--- src/hdl/rfs_pkg.sv ---
package rfs_pkg;
    // register byte offsets
    localparam logic [7:0] OFS_CTRL = 8'h00;
    localparam logic [7:0] OFS_STATUS = 8'h04;
    localparam logic [7:0] OFS_FAULT = 8'h08;
    localparam logic [7:0] OFS_CODE = 8'h0C;
    localparam logic [7:0] OFS_TXDATA = 8'h10;
    localparam logic [7:0] OFS_TXSTAT = 8'h14;
    localparam logic [7:0] OFS_TIMEOUT = 8'h18;
    localparam logic [7:0] OFS_RETRY = 8'h1C;
    // fault flag positions, lowest index has highest priority
    localparam int FLT_NUM = 15;
    localparam int FLT_PROGFLOW = 0;
    localparam int FLT_APPCS = 1;
    localparam int FLT_USERCS = 2;
    localparam int FLT_CONFIG = 3;
    localparam int FLT_VERSION = 4;
    localparam int FLT_SAFETY = 5;
    localparam int FLT_LINK = 6;
    localparam int FLT_ACK = 7;
    localparam int FLT_MSG = 8;
    localparam int FLT_FIELDCOMM = 9;
    localparam int FLT_COPROC = 10;
    localparam int FLT_PARSER = 11;
    localparam int FLT_USERLOGIC = 12;
    localparam int FLT_SBYPWR1 = 13;
    localparam int FLT_SBYPWR2 = 14;
    // option board fault shown only as status, not as a latched fault
    localparam logic [4:0] CODE_NONE = 5'h1F;
    // ctrl bits
    localparam int CTRL_SEND = 0;
    localparam int CTRL_LINKRST = 1;
    localparam int CTRL_CLEAR = 2;
    // resets and defaults
    localparam logic [15:0] TIMEOUT_RST = 16'h0400;
    localparam logic [3:0] RETRY_RST = 4'h3;
    localparam logic [15:0] CRC_POLY = 16'h1021;
    localparam logic [15:0] CRC_INIT = 16'hFFFF;
    localparam logic [7:0] SEQ_RST = 8'h00;
    // ack status codes from the standby
    localparam logic [1:0] RSP_ACK = 2'h1;
    localparam logic [1:0] RSP_ERR = 2'h2;
    typedef enum {TX_IDLE, TX_SEND, TX_WAIT, TX_DEAD} rfs_tx_t;
endpackage

--- src/hdl/rfs_crc16.sv ---
`timescale 1ns/1ps
module rfs_crc16
    import rfs_pkg::*;
(
    input wire logic [31:0] data,
    input wire logic [15:0] poly,
    output logic [15:0] crc
);
    // crc over a 32-bit word, msb first, seeded with CRC_INIT
    always_comb begin
        logic [15:0] c;
        c = CRC_INIT;
        for (int i = 31; i >= 0; i--) begin
            if (c[15] ^ data[i]) begin
                c = {c[14:0], 1'b0} ^ poly;
            end else begin
                c = {c[14:0], 1'b0};
            end
        end
        crc = c;
    end
endmodule

--- src/hdl/rfs_flag.sv ---
`timescale 1ns/1ps
module rfs_flag (
    input wire logic ref_clk,
    input wire logic rst_n,
    input wire logic cond,
    input wire logic clear,
    output logic flag
);
    logic flag_q;
    logic flag_d;
    // a set always wins over a clear; clear works only once cond is gone
    always_comb begin
        flag_d = flag_q;
        if (clear) begin
            flag_d = 1'b0;
        end
        if (cond) begin
            flag_d = 1'b1;
        end
    end
    always_ff @(posedge ref_clk or negedge rst_n) begin
        if (!rst_n) begin
            flag_q <= 1'b0;
        end else begin
            flag_q <= flag_d;
        end
    end
    assign flag = flag_q;
    a_flag_sticky: assert property (
        @(posedge ref_clk) disable iff (!rst_n)
        flag_q && !clear |=> flag_q)
        else $error("fault flag dropped without clear");
endmodule

--- src/hdl/rfs_supervisor.sv ---
`timescale 1ns/1ps
// Overview of operation
// Raise link fault whenever a problem is seen on the redundancy link.
// Link fault is shown whenever the standby controller is offline.
// Set version mismatch fault when firmware versions differ.
// Set safety rating mismatch when only one controller is safety rated.
// Master sends packets carrying a CRC and a transaction number.
// Standby checks the CRC, stores data, acks with same number.
// Master resends when no matching ack arrives before the timeout.
// After all retries, set ack fault and stop acknowledged traffic.
// Standby returns error message for good CRC with invalid content.
// Error message from standby sets the message fault flag.
// Field network fault when nothing arrives from the partner.
// Program flow fault and hand control over to the standby.
// Coprocessor fault raises the field network interface fault.
// User logic checksum mismatch raises user checksum fault.
// Firmware checksum against stored value, mismatch raises fault.
// Invalid or out of range user program data raises user logic fault.
// Unconfigured or corrupted configuration raises config fault.
// Parser fault when configuration read for the standby has errors.
// Report standby power input 1 and 2 as separate indications.
// Indicate a fault on the standby option board.
// Annunciate any fault and present the highest priority fault code.
// Hold the current fault and the most recent fault for readout.
// Indicate master or standby operating mode.
// Ack timeout, retry limit and CRC polynomial are configurable.
// Flags stay set until the condition clears and a clear is issued.
module rfs_supervisor
    import rfs_pkg::*;
#(
    parameter logic [15:0] CRC_POLYNOMIAL = CRC_POLY
)
(
    input wire logic ref_clk,
    input wire logic rst_n,
    // classic wishbone slave
    input wire logic wb_cyc_i,
    input wire logic wb_stb_i,
    input wire logic wb_we_i,
    input wire logic [7:0] wb_adr_i,
    input wire logic [3:0] wb_sel_i,
    input wire logic [31:0] wb_dat_i,
    output logic [31:0] wb_dat_o,
    output logic wb_ack_o,
    // redundancy link, master to standby
    output logic linkTxValid,
    output logic [31:0] linkTxData,
    output logic [7:0] linkTxSeq,
    output logic [15:0] linkTxCrc,
    // redundancy link, standby to master
    input wire logic linkRxValid,
    input wire logic [1:0] linkRxKind,
    input wire logic [7:0] linkRxSeq,
    input wire logic linkError,
    input wire logic standbyOnline,
    // fault sources
    input wire logic [7:0] localVersion,
    input wire logic [7:0] partnerVersion,
    input wire logic localSafetyRated,
    input wire logic partnerSafetyRated,
    input wire logic fieldPartnerSilent,
    input wire logic flowError,
    input wire logic coprocError,
    input wire logic [15:0] userSumCalc,
    input wire logic [15:0] userSumRef,
    input wire logic [15:0] appSumCalc,
    input wire logic [15:0] appSumStored,
    input wire logic userDataError,
    input wire logic configured,
    input wire logic configCorrupt,
    input wire logic parseError,
    input wire logic sbyPower1Ok,
    input wire logic sbyPower2Ok,
    input wire logic sbyOptionFault,
    input wire logic isPrimary,
    // outputs
    output logic faultActive,
    output logic [4:0] faultCode,
    output logic masterMode,
    output logic handover,
    output logic standbyOptionBoardFault
);
    typedef struct packed {
        rfs_tx_t txState;
        logic [31:0] txData;
        logic [7:0] seq;
        logic [15:0] crc;
        logic [15:0] timer;
        logic [3:0] tries;
        logic [15:0] timeoutCfg;
        logic [3:0] retryCfg;
        logic [4:0] lastCode;
        logic master;
        logic handover;
        logic ack;
        logic [31:0] rdata;
        logic msgErr;
        logic txPulse;
    } rfs_state_t;

    rfs_state_t s_q;
    rfs_state_t s_d;
    logic [FLT_NUM-1:0] cond;
    logic [FLT_NUM-1:0] flags;
    logic [15:0] crcNow;
    logic [4:0] code;
    logic wbReq;
    logic wbWr;
    logic clearPulse;
    logic ackMatch;
    logic ackFail;

    rfs_crc16 u_crc (
        .data(s_q.txData),
        .poly(CRC_POLYNOMIAL),
        .crc(crcNow)
    );

    assign wbReq = wb_cyc_i && wb_stb_i && !s_q.ack;
    assign wbWr = wbReq && wb_we_i;
    assign clearPulse = wbWr && wb_adr_i == OFS_CTRL && wb_sel_i[0]
        && wb_dat_i[CTRL_CLEAR];
    assign ackMatch = linkRxValid && linkRxSeq == s_q.seq
        && s_q.txState == TX_WAIT;
    // a matching ack in the last cycle of the wait still wins
    assign ackFail = s_q.txState == TX_WAIT && s_q.timer == 16'h0000
        && s_q.tries >= s_q.retryCfg
        && !(ackMatch && linkRxKind == RSP_ACK);

    always_comb begin
        cond = '0;
        cond[FLT_LINK] = linkError || !standbyOnline;
        cond[FLT_VERSION] = standbyOnline
            && localVersion != partnerVersion;
        cond[FLT_SAFETY] = standbyOnline
            && localSafetyRated != partnerSafetyRated;
        cond[FLT_ACK] = ackFail;
        cond[FLT_MSG] = s_q.msgErr;
        cond[FLT_FIELDCOMM] = fieldPartnerSilent;
        cond[FLT_PROGFLOW] = flowError;
        cond[FLT_COPROC] = coprocError;
        cond[FLT_USERCS] = userSumCalc != userSumRef;
        cond[FLT_APPCS] = appSumCalc != appSumStored;
        cond[FLT_USERLOGIC] = userDataError;
        cond[FLT_CONFIG] = !configured || configCorrupt;
        cond[FLT_PARSER] = parseError;
        cond[FLT_SBYPWR1] = standbyOnline && !sbyPower1Ok;
        cond[FLT_SBYPWR2] = standbyOnline && !sbyPower2Ok;
    end

    genvar g;
    generate
        for (g = 0; g < FLT_NUM; g++) begin : gFlag
            rfs_flag u_flag (
                .ref_clk(ref_clk),
                .rst_n(rst_n),
                .cond(cond[g]),
                .clear(clearPulse),
                .flag(flags[g])
            );
        end
    endgenerate

    // priority encoder, lowest index wins
    always_comb begin
        code = CODE_NONE;
        for (int i = FLT_NUM - 1; i >= 0; i--) begin
            if (flags[i]) begin
                code = 5'(i);
            end
        end
    end

    always_comb begin
        s_d = s_q;
        s_d.ack = wbReq;
        s_d.msgErr = linkRxValid && linkRxKind == RSP_ERR
            && s_q.master;
        s_d.txPulse = 1'b0;
        if (code != CODE_NONE) begin
            s_d.lastCode = code;
        end
        if (flags[FLT_PROGFLOW] && s_q.master) begin
            s_d.master = 1'b0;
            s_d.handover = 1'b1;
        end
        // mode taken from the strap once reset is released
        if (!s_q.master && !s_q.handover && isPrimary) begin
            s_d.master = 1'b1;
        end
        case (s_q.txState)
            TX_IDLE: begin
            end
            TX_SEND: begin
                s_d.crc = crcNow;
                s_d.txPulse = 1'b1;
                s_d.timer = s_q.timeoutCfg;
                s_d.txState = TX_WAIT;
            end
            TX_WAIT: begin
                if (ackMatch && linkRxKind == RSP_ACK) begin
                    s_d.txState = TX_IDLE;
                    s_d.seq = s_q.seq + 8'h01;
                end else if (s_q.timer != 16'h0000) begin
                    s_d.timer = s_q.timer - 16'h0001;
                end else if (s_q.tries < s_q.retryCfg) begin
                    s_d.tries = s_q.tries + 4'h1;
                    s_d.txState = TX_SEND;
                end else begin
                    s_d.txState = TX_DEAD;
                end
            end
            TX_DEAD: begin
            end
            default: begin
                s_d.txState = TX_IDLE;
            end
        endcase
        if (wbWr) begin
            case (wb_adr_i)
                OFS_CTRL: begin
                    if (wb_sel_i[0] && wb_dat_i[CTRL_SEND]
                        && s_q.txState == TX_IDLE && s_q.master) begin
                        s_d.txState = TX_SEND;
                        s_d.tries = 4'h0;
                    end
                    if (wb_sel_i[0] && wb_dat_i[CTRL_LINKRST]
                        && s_q.txState == TX_DEAD) begin
                        s_d.txState = TX_IDLE;
                    end
                end
                OFS_TXDATA: begin
                    for (int b = 0; b < 4; b++) begin
                        if (wb_sel_i[b] && s_q.txState == TX_IDLE) begin
                            s_d.txData[b*8 +: 8] = wb_dat_i[b*8 +: 8];
                        end
                    end
                end
                OFS_TIMEOUT: begin
                    if (wb_sel_i[0]) begin
                        s_d.timeoutCfg[7:0] = wb_dat_i[7:0];
                    end
                    if (wb_sel_i[1]) begin
                        s_d.timeoutCfg[15:8] = wb_dat_i[15:8];
                    end
                end
                OFS_RETRY: begin
                    if (wb_sel_i[0]) begin
                        s_d.retryCfg = wb_dat_i[3:0];
                    end
                end
                default: begin
                end
            endcase
        end
        s_d.rdata = 32'h00000000;
        if (wbReq && !wb_we_i) begin
            case (wb_adr_i)
                OFS_CTRL: s_d.rdata = 32'h00000000;
                OFS_STATUS: s_d.rdata = {24'h000000, sbyOptionFault,
                    sbyPower2Ok, sbyPower1Ok, standbyOnline, isPrimary,
                    s_q.handover, s_q.master, code != CODE_NONE};
                OFS_FAULT: s_d.rdata = {17'h00000, flags};
                OFS_CODE: s_d.rdata = {19'h00000, s_q.lastCode,
                    3'h0, code};
                OFS_TXDATA: s_d.rdata = s_q.txData;
                OFS_TXSTAT: s_d.rdata = {s_q.crc, s_q.seq, s_q.tries,
                    2'h0, 2'(s_q.txState)};
                OFS_TIMEOUT: s_d.rdata = {16'h0000, s_q.timeoutCfg};
                OFS_RETRY: s_d.rdata = {28'h0000000, s_q.retryCfg};
                default: s_d.rdata = 32'h00000000;
            endcase
        end
    end

    always_ff @(posedge ref_clk or negedge rst_n) begin
        if (!rst_n) begin
            s_q.txState <= TX_IDLE;
            s_q.txData <= 32'h00000000;
            s_q.seq <= SEQ_RST;
            s_q.crc <= 16'h0000;
            s_q.timer <= 16'h0000;
            s_q.tries <= 4'h0;
            s_q.timeoutCfg <= TIMEOUT_RST;
            s_q.retryCfg <= RETRY_RST;
            s_q.lastCode <= CODE_NONE;
            s_q.master <= 1'b0;
            s_q.handover <= 1'b0;
            s_q.ack <= 1'b0;
            s_q.rdata <= 32'h00000000;
            s_q.msgErr <= 1'b0;
            s_q.txPulse <= 1'b0;
        end else begin
            s_q <= s_d;
        end
    end

    assign wb_ack_o = s_q.ack;
    assign wb_dat_o = s_q.rdata;
    assign linkTxValid = s_q.txPulse;
    assign linkTxData = s_q.txData;
    assign linkTxSeq = s_q.seq;
    assign linkTxCrc = s_q.crc;
    assign faultActive = code != CODE_NONE;
    assign faultCode = code;
    assign masterMode = s_q.master;
    assign handover = s_q.handover;
    assign standbyOptionBoardFault = sbyOptionFault;

    a_retry_bound: assert property (
        @(posedge ref_clk) disable iff (!rst_n)
        s_q.tries <= s_q.retryCfg || s_q.txState == TX_IDLE)
        else $error("retry count beyond limit");
    a_timeout_resend: assert property (
        @(posedge ref_clk) disable iff (!rst_n)
        s_q.txState == TX_WAIT && s_q.timer == 16'h0000
        && s_q.tries < s_q.retryCfg && !linkRxValid |=> ##1 linkTxValid)
        else $error("packet not resent after timeout");
    a_dead_ackflag: assert property (
        @(posedge ref_clk) disable iff (!rst_n)
        s_q.txState == TX_WAIT && s_d.txState == TX_DEAD
        |=> flags[FLT_ACK])
        else $error("ack fault not set after retries");
    a_dead_silent: assert property (
        @(posedge ref_clk) disable iff (!rst_n)
        s_q.txState == TX_DEAD |-> !linkTxValid)
        else $error("sending after ack failure");
    a_link_error: assert property (
        @(posedge ref_clk) disable iff (!rst_n)
        linkError |=> flags[FLT_LINK])
        else $error("link problem not flagged");
    a_link_offline: assert property (
        @(posedge ref_clk) disable iff (!rst_n)
        !standbyOnline |=> flags[FLT_LINK])
        else $error("offline standby not flagged");
    a_msg_error: assert property (
        @(posedge ref_clk) disable iff (!rst_n)
        linkRxValid && linkRxKind == RSP_ERR && s_q.master
        |=> ##1 flags[FLT_MSG])
        else $error("error message not flagged");
    a_code_prio: assert property (
        @(posedge ref_clk) disable iff (!rst_n)
        flags[FLT_PROGFLOW] |-> faultCode == 5'h00)
        else $error("top priority fault not reported");
    a_flow_handover: assert property (
        @(posedge ref_clk) disable iff (!rst_n)
        flags[FLT_PROGFLOW] && s_q.master |=> !masterMode)
        else $error("control not handed over");
    a_wb_ackdrop: assert property (
        @(posedge ref_clk) disable iff (!rst_n)
        wb_ack_o |=> !wb_ack_o)
        else $error("ack held two cycles");
    a_resend_frame: assert property (
        @(posedge ref_clk) disable iff (!rst_n)
        s_q.txState == TX_SEND |=> linkTxValid && linkTxCrc == $past(crcNow))
        else $error("packet not sent with crc");
endmodule

--- config.mk ---
export PLATFORM = sky130hd
export DESIGN_NAME = rfs_supervisor
export DESIGN_NICKNAME = d
export VERILOG_FILES = /design/src/hdl/rfs_pkg.sv /design/src/hdl/rfs_crc16.sv /design/src/hdl/rfs_flag.sv /design/src/hdl/rfs_supervisor.sv
export SDC_FILE = /design/constraint.sdc
export NUM_CORES = 1
export LEC_CHECK = 0
export BUFFER_PORTS_ARGS = -buffer_cell sky130_fd_sc_hd__buf_4
export CAP_MARGIN = 20
export CORE_MARGIN = 3
export CORE_UTILIZATION = 35
export DETAILED_ROUTE_END_ITERATION = 8
export PLACE_DENSITY = 0.6
export SYNTH_ARGS = -nofsm -noshare
export SYNTH_HDL_FRONTEND = slang
export SYNTH_SLANG_ARGS = --single-unit
--- constraint.sdc ---
create_clock -name ref_clk -period 3.95 [get_ports ref_clk]
set_input_delay 0.395 -clock ref_clk [delete_from_list [all_inputs] [get_ports ref_clk]]
set_output_delay 0.395 -clock ref_clk [all_outputs]
set_load 0.03 [all_outputs]
==> impl_results.md <==
- Critical-path cell list: or4_1, nor2_1, nand3_1, inv_1, buf_4
- Average cell area after synthesis: between 10 and 15 um2
- Setup bufs post-CTS: 0
- Crit path max fanout: 7
- F_max: 332 MHz
- Leak: ~5.5 nW
- VDD IR max: 283 uV
- Vias in the first global route: around 7400
- DR iter-0 viols: 530
- Clock skew: 0.00906 ns
- Seq/Total Area, Yosys: 47.3%
- Core Area: 0.0273 mm2
- Layout overhead on the synthesized area: 24.1%
- Status: finished clean
- Post-synth top area share: 45.2%
- Min-delay worst type: in -> async
- Max Root-Sink Buffers: 2
- Worst path required time: between 3 and 4 ns
- Total gr overflow: 0
- Site row count: 60
- Final Routed Wirelength: 27.9 mm
- Worst EP arrival: about 2.6 ns
- DR WL/cell: approximately 19 um
- Worst setup EP type: output pin
- I/O pin total: 254
- Crit path kind: reg -> out
- EDFF count, synth: 0
- Setup TNS: 0 ns
- YS warnings: 0
- CTS Hold Bufs: 0
- Final ANT Viol Nets: 0
- Die X: between 150 and 200 um
- TritonCTS buffer count: 17
- CP peak stage delay: 0.57 ns
- Root buf cell: clkbuf_16
- DRC viols: 0
- Initial DRT Pass Iterations: 5
- Clock Sinks: 185
- Hpwl dp: 21.8 mm
- Main synth FF type: dfrtp_1
- RSZ-0062 raised after global routing: false
- Routed vias: 7454
- DR vias/cell: ~5
- Total Nets Final: 1277
- Mapped Cells: 919
- H-tree Lvls: 4
- Share of layout cells above drive strength 1: 33.8%
- Clk slew on worst S/H paths: 0.07 ns
- Yosys cell types: 64
- Worst slew margin: between 30% and 40%
- Kind of cell adding the most delay to the critical path: simple AND/OR/NAND/NOR gates
- Input/output buffers: 253
- Critical Path Start Type: flop
- Post-cts resize count: 0
- Cell with the most instances after synthesis: dfrtp_1
- RD Place Congestion: 0.932
- Area leader, netlist: dfrtp_1
- Antenna fix cells: 0
- Slowest cell on the critical path: or4_1
- Layout fillers: 2580
- Power Density: 320 mW/mm2
- Synthesized area: 0.00980 mm2
- # setup viols final: 0
- Synth cell count leaders: dfrtp_1 (177), xnor2_1 (114), buf_4 (89)
- Starting Density: 36.0%
- Vert. Die Dim: 173 um
- Max Cap Violations: 0
- Largest net degree at the start of global routing: between 150 and 200
- Utilization after layout: 44.6%
- Die area: 0.0300 mm2
- Post-synth ARST share: 100%
- Top cells by area, synth: dfrtp_1 (45%), xnor2_1 (10%), buf_4 (6.8%)
- Initial antenna violation count: 0
- Total track usage: 18.2%
- Min Tclk post-route: 3.02 ns
- Final Hold Vio Count: 0
- Tcrit/Tclk final: between 70 and 80%
- Slew Limit Fails: 0
- First-pass GRT wire length: 42.8 mm
- Clk Latency, worst-skew pair: 0.43 ns
- Worst Tran Pin Value: 1.03 ns
- Crit path buf inv count: 2
- CTS tree: done
- Synth Register Bits: 185
stage by stage:
step	hold WS (ns)	setup slack [ns]	cells	total power, mW	area, um2
2_1_floorplan	0.0994	1.16	948	2.05	9910
3_3_place_gp	0.425	1.14	1468	2.24	11600
3_5_place_dp	0.423	1.08	1468	2.25	11600
4_1_cts	0.114	0.907	1500	3.93	12200
5_1_grt	0.122	0.766	1500	4.03	12200
6_report	0.112	0.934	1500	3.89	12200
layout make-up:
class	count	area [um2]	share of cell area, %
Multi-Input combinational cell	633	4450	36.5
Sequential cell	185	4640	38.1
Clock inverter	13	130	1.07
Tap cell	372	465	3.83
Clock buffer	19	443	3.64
Timing Repair Buffer	261	1980	16.2
Inverter	17	63.8	0.525
registers in the layout (all words and copies together), names as in the netlist:
register	flops
cond	1
gFlag.u_flag.flag	15
handover	1
linkTxCrc	16
linkTxData	32
linkTxSeq	8
linkTxValid	1
masterMode	1
s_q	77
wb_ack_o	1
wb_dat_o	32
power by group:
group          leakage (nW)  internal [mW]  switching [mW]
Clock                 0.274          0.904           0.783
Sequential             2.39           1.92          0.0189
Combinational          2.85          0.150           0.121
Total                  5.51           2.97           0.923
cell families (layout without fill, tap and decap cells):
logic type / count (synthesis) / in the layout / share of synthesized area [%]
muxes: 62 / 62 / 7.09
other: 1 / 30 / 0.0383
DFF: 185 / 185 / 47.3
adders and majority gates: 7 / 7 / 0.894
xor gates and xnor gates: 146 / 146 / 14.0
and+or+nand+nor: 226 / 226 / 11.5
buffers and inverters: 130 / 310 / 8.44
AOI/OAI and AO/OA: 162 / 162 / 10.7
cells in the final DEF, fill, tap and decap left out, drive strengths merged, types with 4 or more instances in the layout:
| master | instances |
|---|---|
| a21o | 8 |
| dfstp | 8 |
| a21oi | 24 |
| conb | 30 |
| or4 | 5 |
| nor2b | 4 |
| buf | 261 |
| o21a | 4 |
| xnor2 | 125 |
| nor3 | 16 |
| nand3 | 14 |
| xor2 | 21 |
| mux2 | 56 |
| clkbuf | 19 |
| a22oi | 42 |
| o21ai | 47 |
| dfrtp | 177 |
| nand4 | 16 |
| nor4 | 18 |
| a32oi | 5 |
| mux2i | 6 |
| nor2 | 60 |
| a31oi | 10 |
| inv | 24 |
| ha | 7 |
| nand2 | 69 |
final timing paths:
check / startpoint / end / slack, ns / depth (start not counted)
worst max-delay path: gFlag[3].u_flag.flag / faultCode[4] / 0.93 / 5
worst max register to register: s_q[66] / s_q[80] / 1.07 / 10
worst min register to register: cond[8] / gFlag[8].u_flag.flag / 0.44 / 1
max in group asynchronous: rst_n / wb_dat_o[0] / 3.08 / 2
worst min-delay path: rst_n / wb_dat_o[27] / 0.11 / 2
min in group ref_clk: parseError / gFlag[11].u_flag.flag / 0.13 / 2
layer usage:
metal	track usage [%]	part of all wire, %	up-vias
li1	-	-	3488
met1	24.5	43	3588
met2	29.6	47	344
met3	4.47	7.7	34
met4	4.56	1.9	0
met5	0	0	-
No activity file was read; power rests on OpenSTA's default activity.
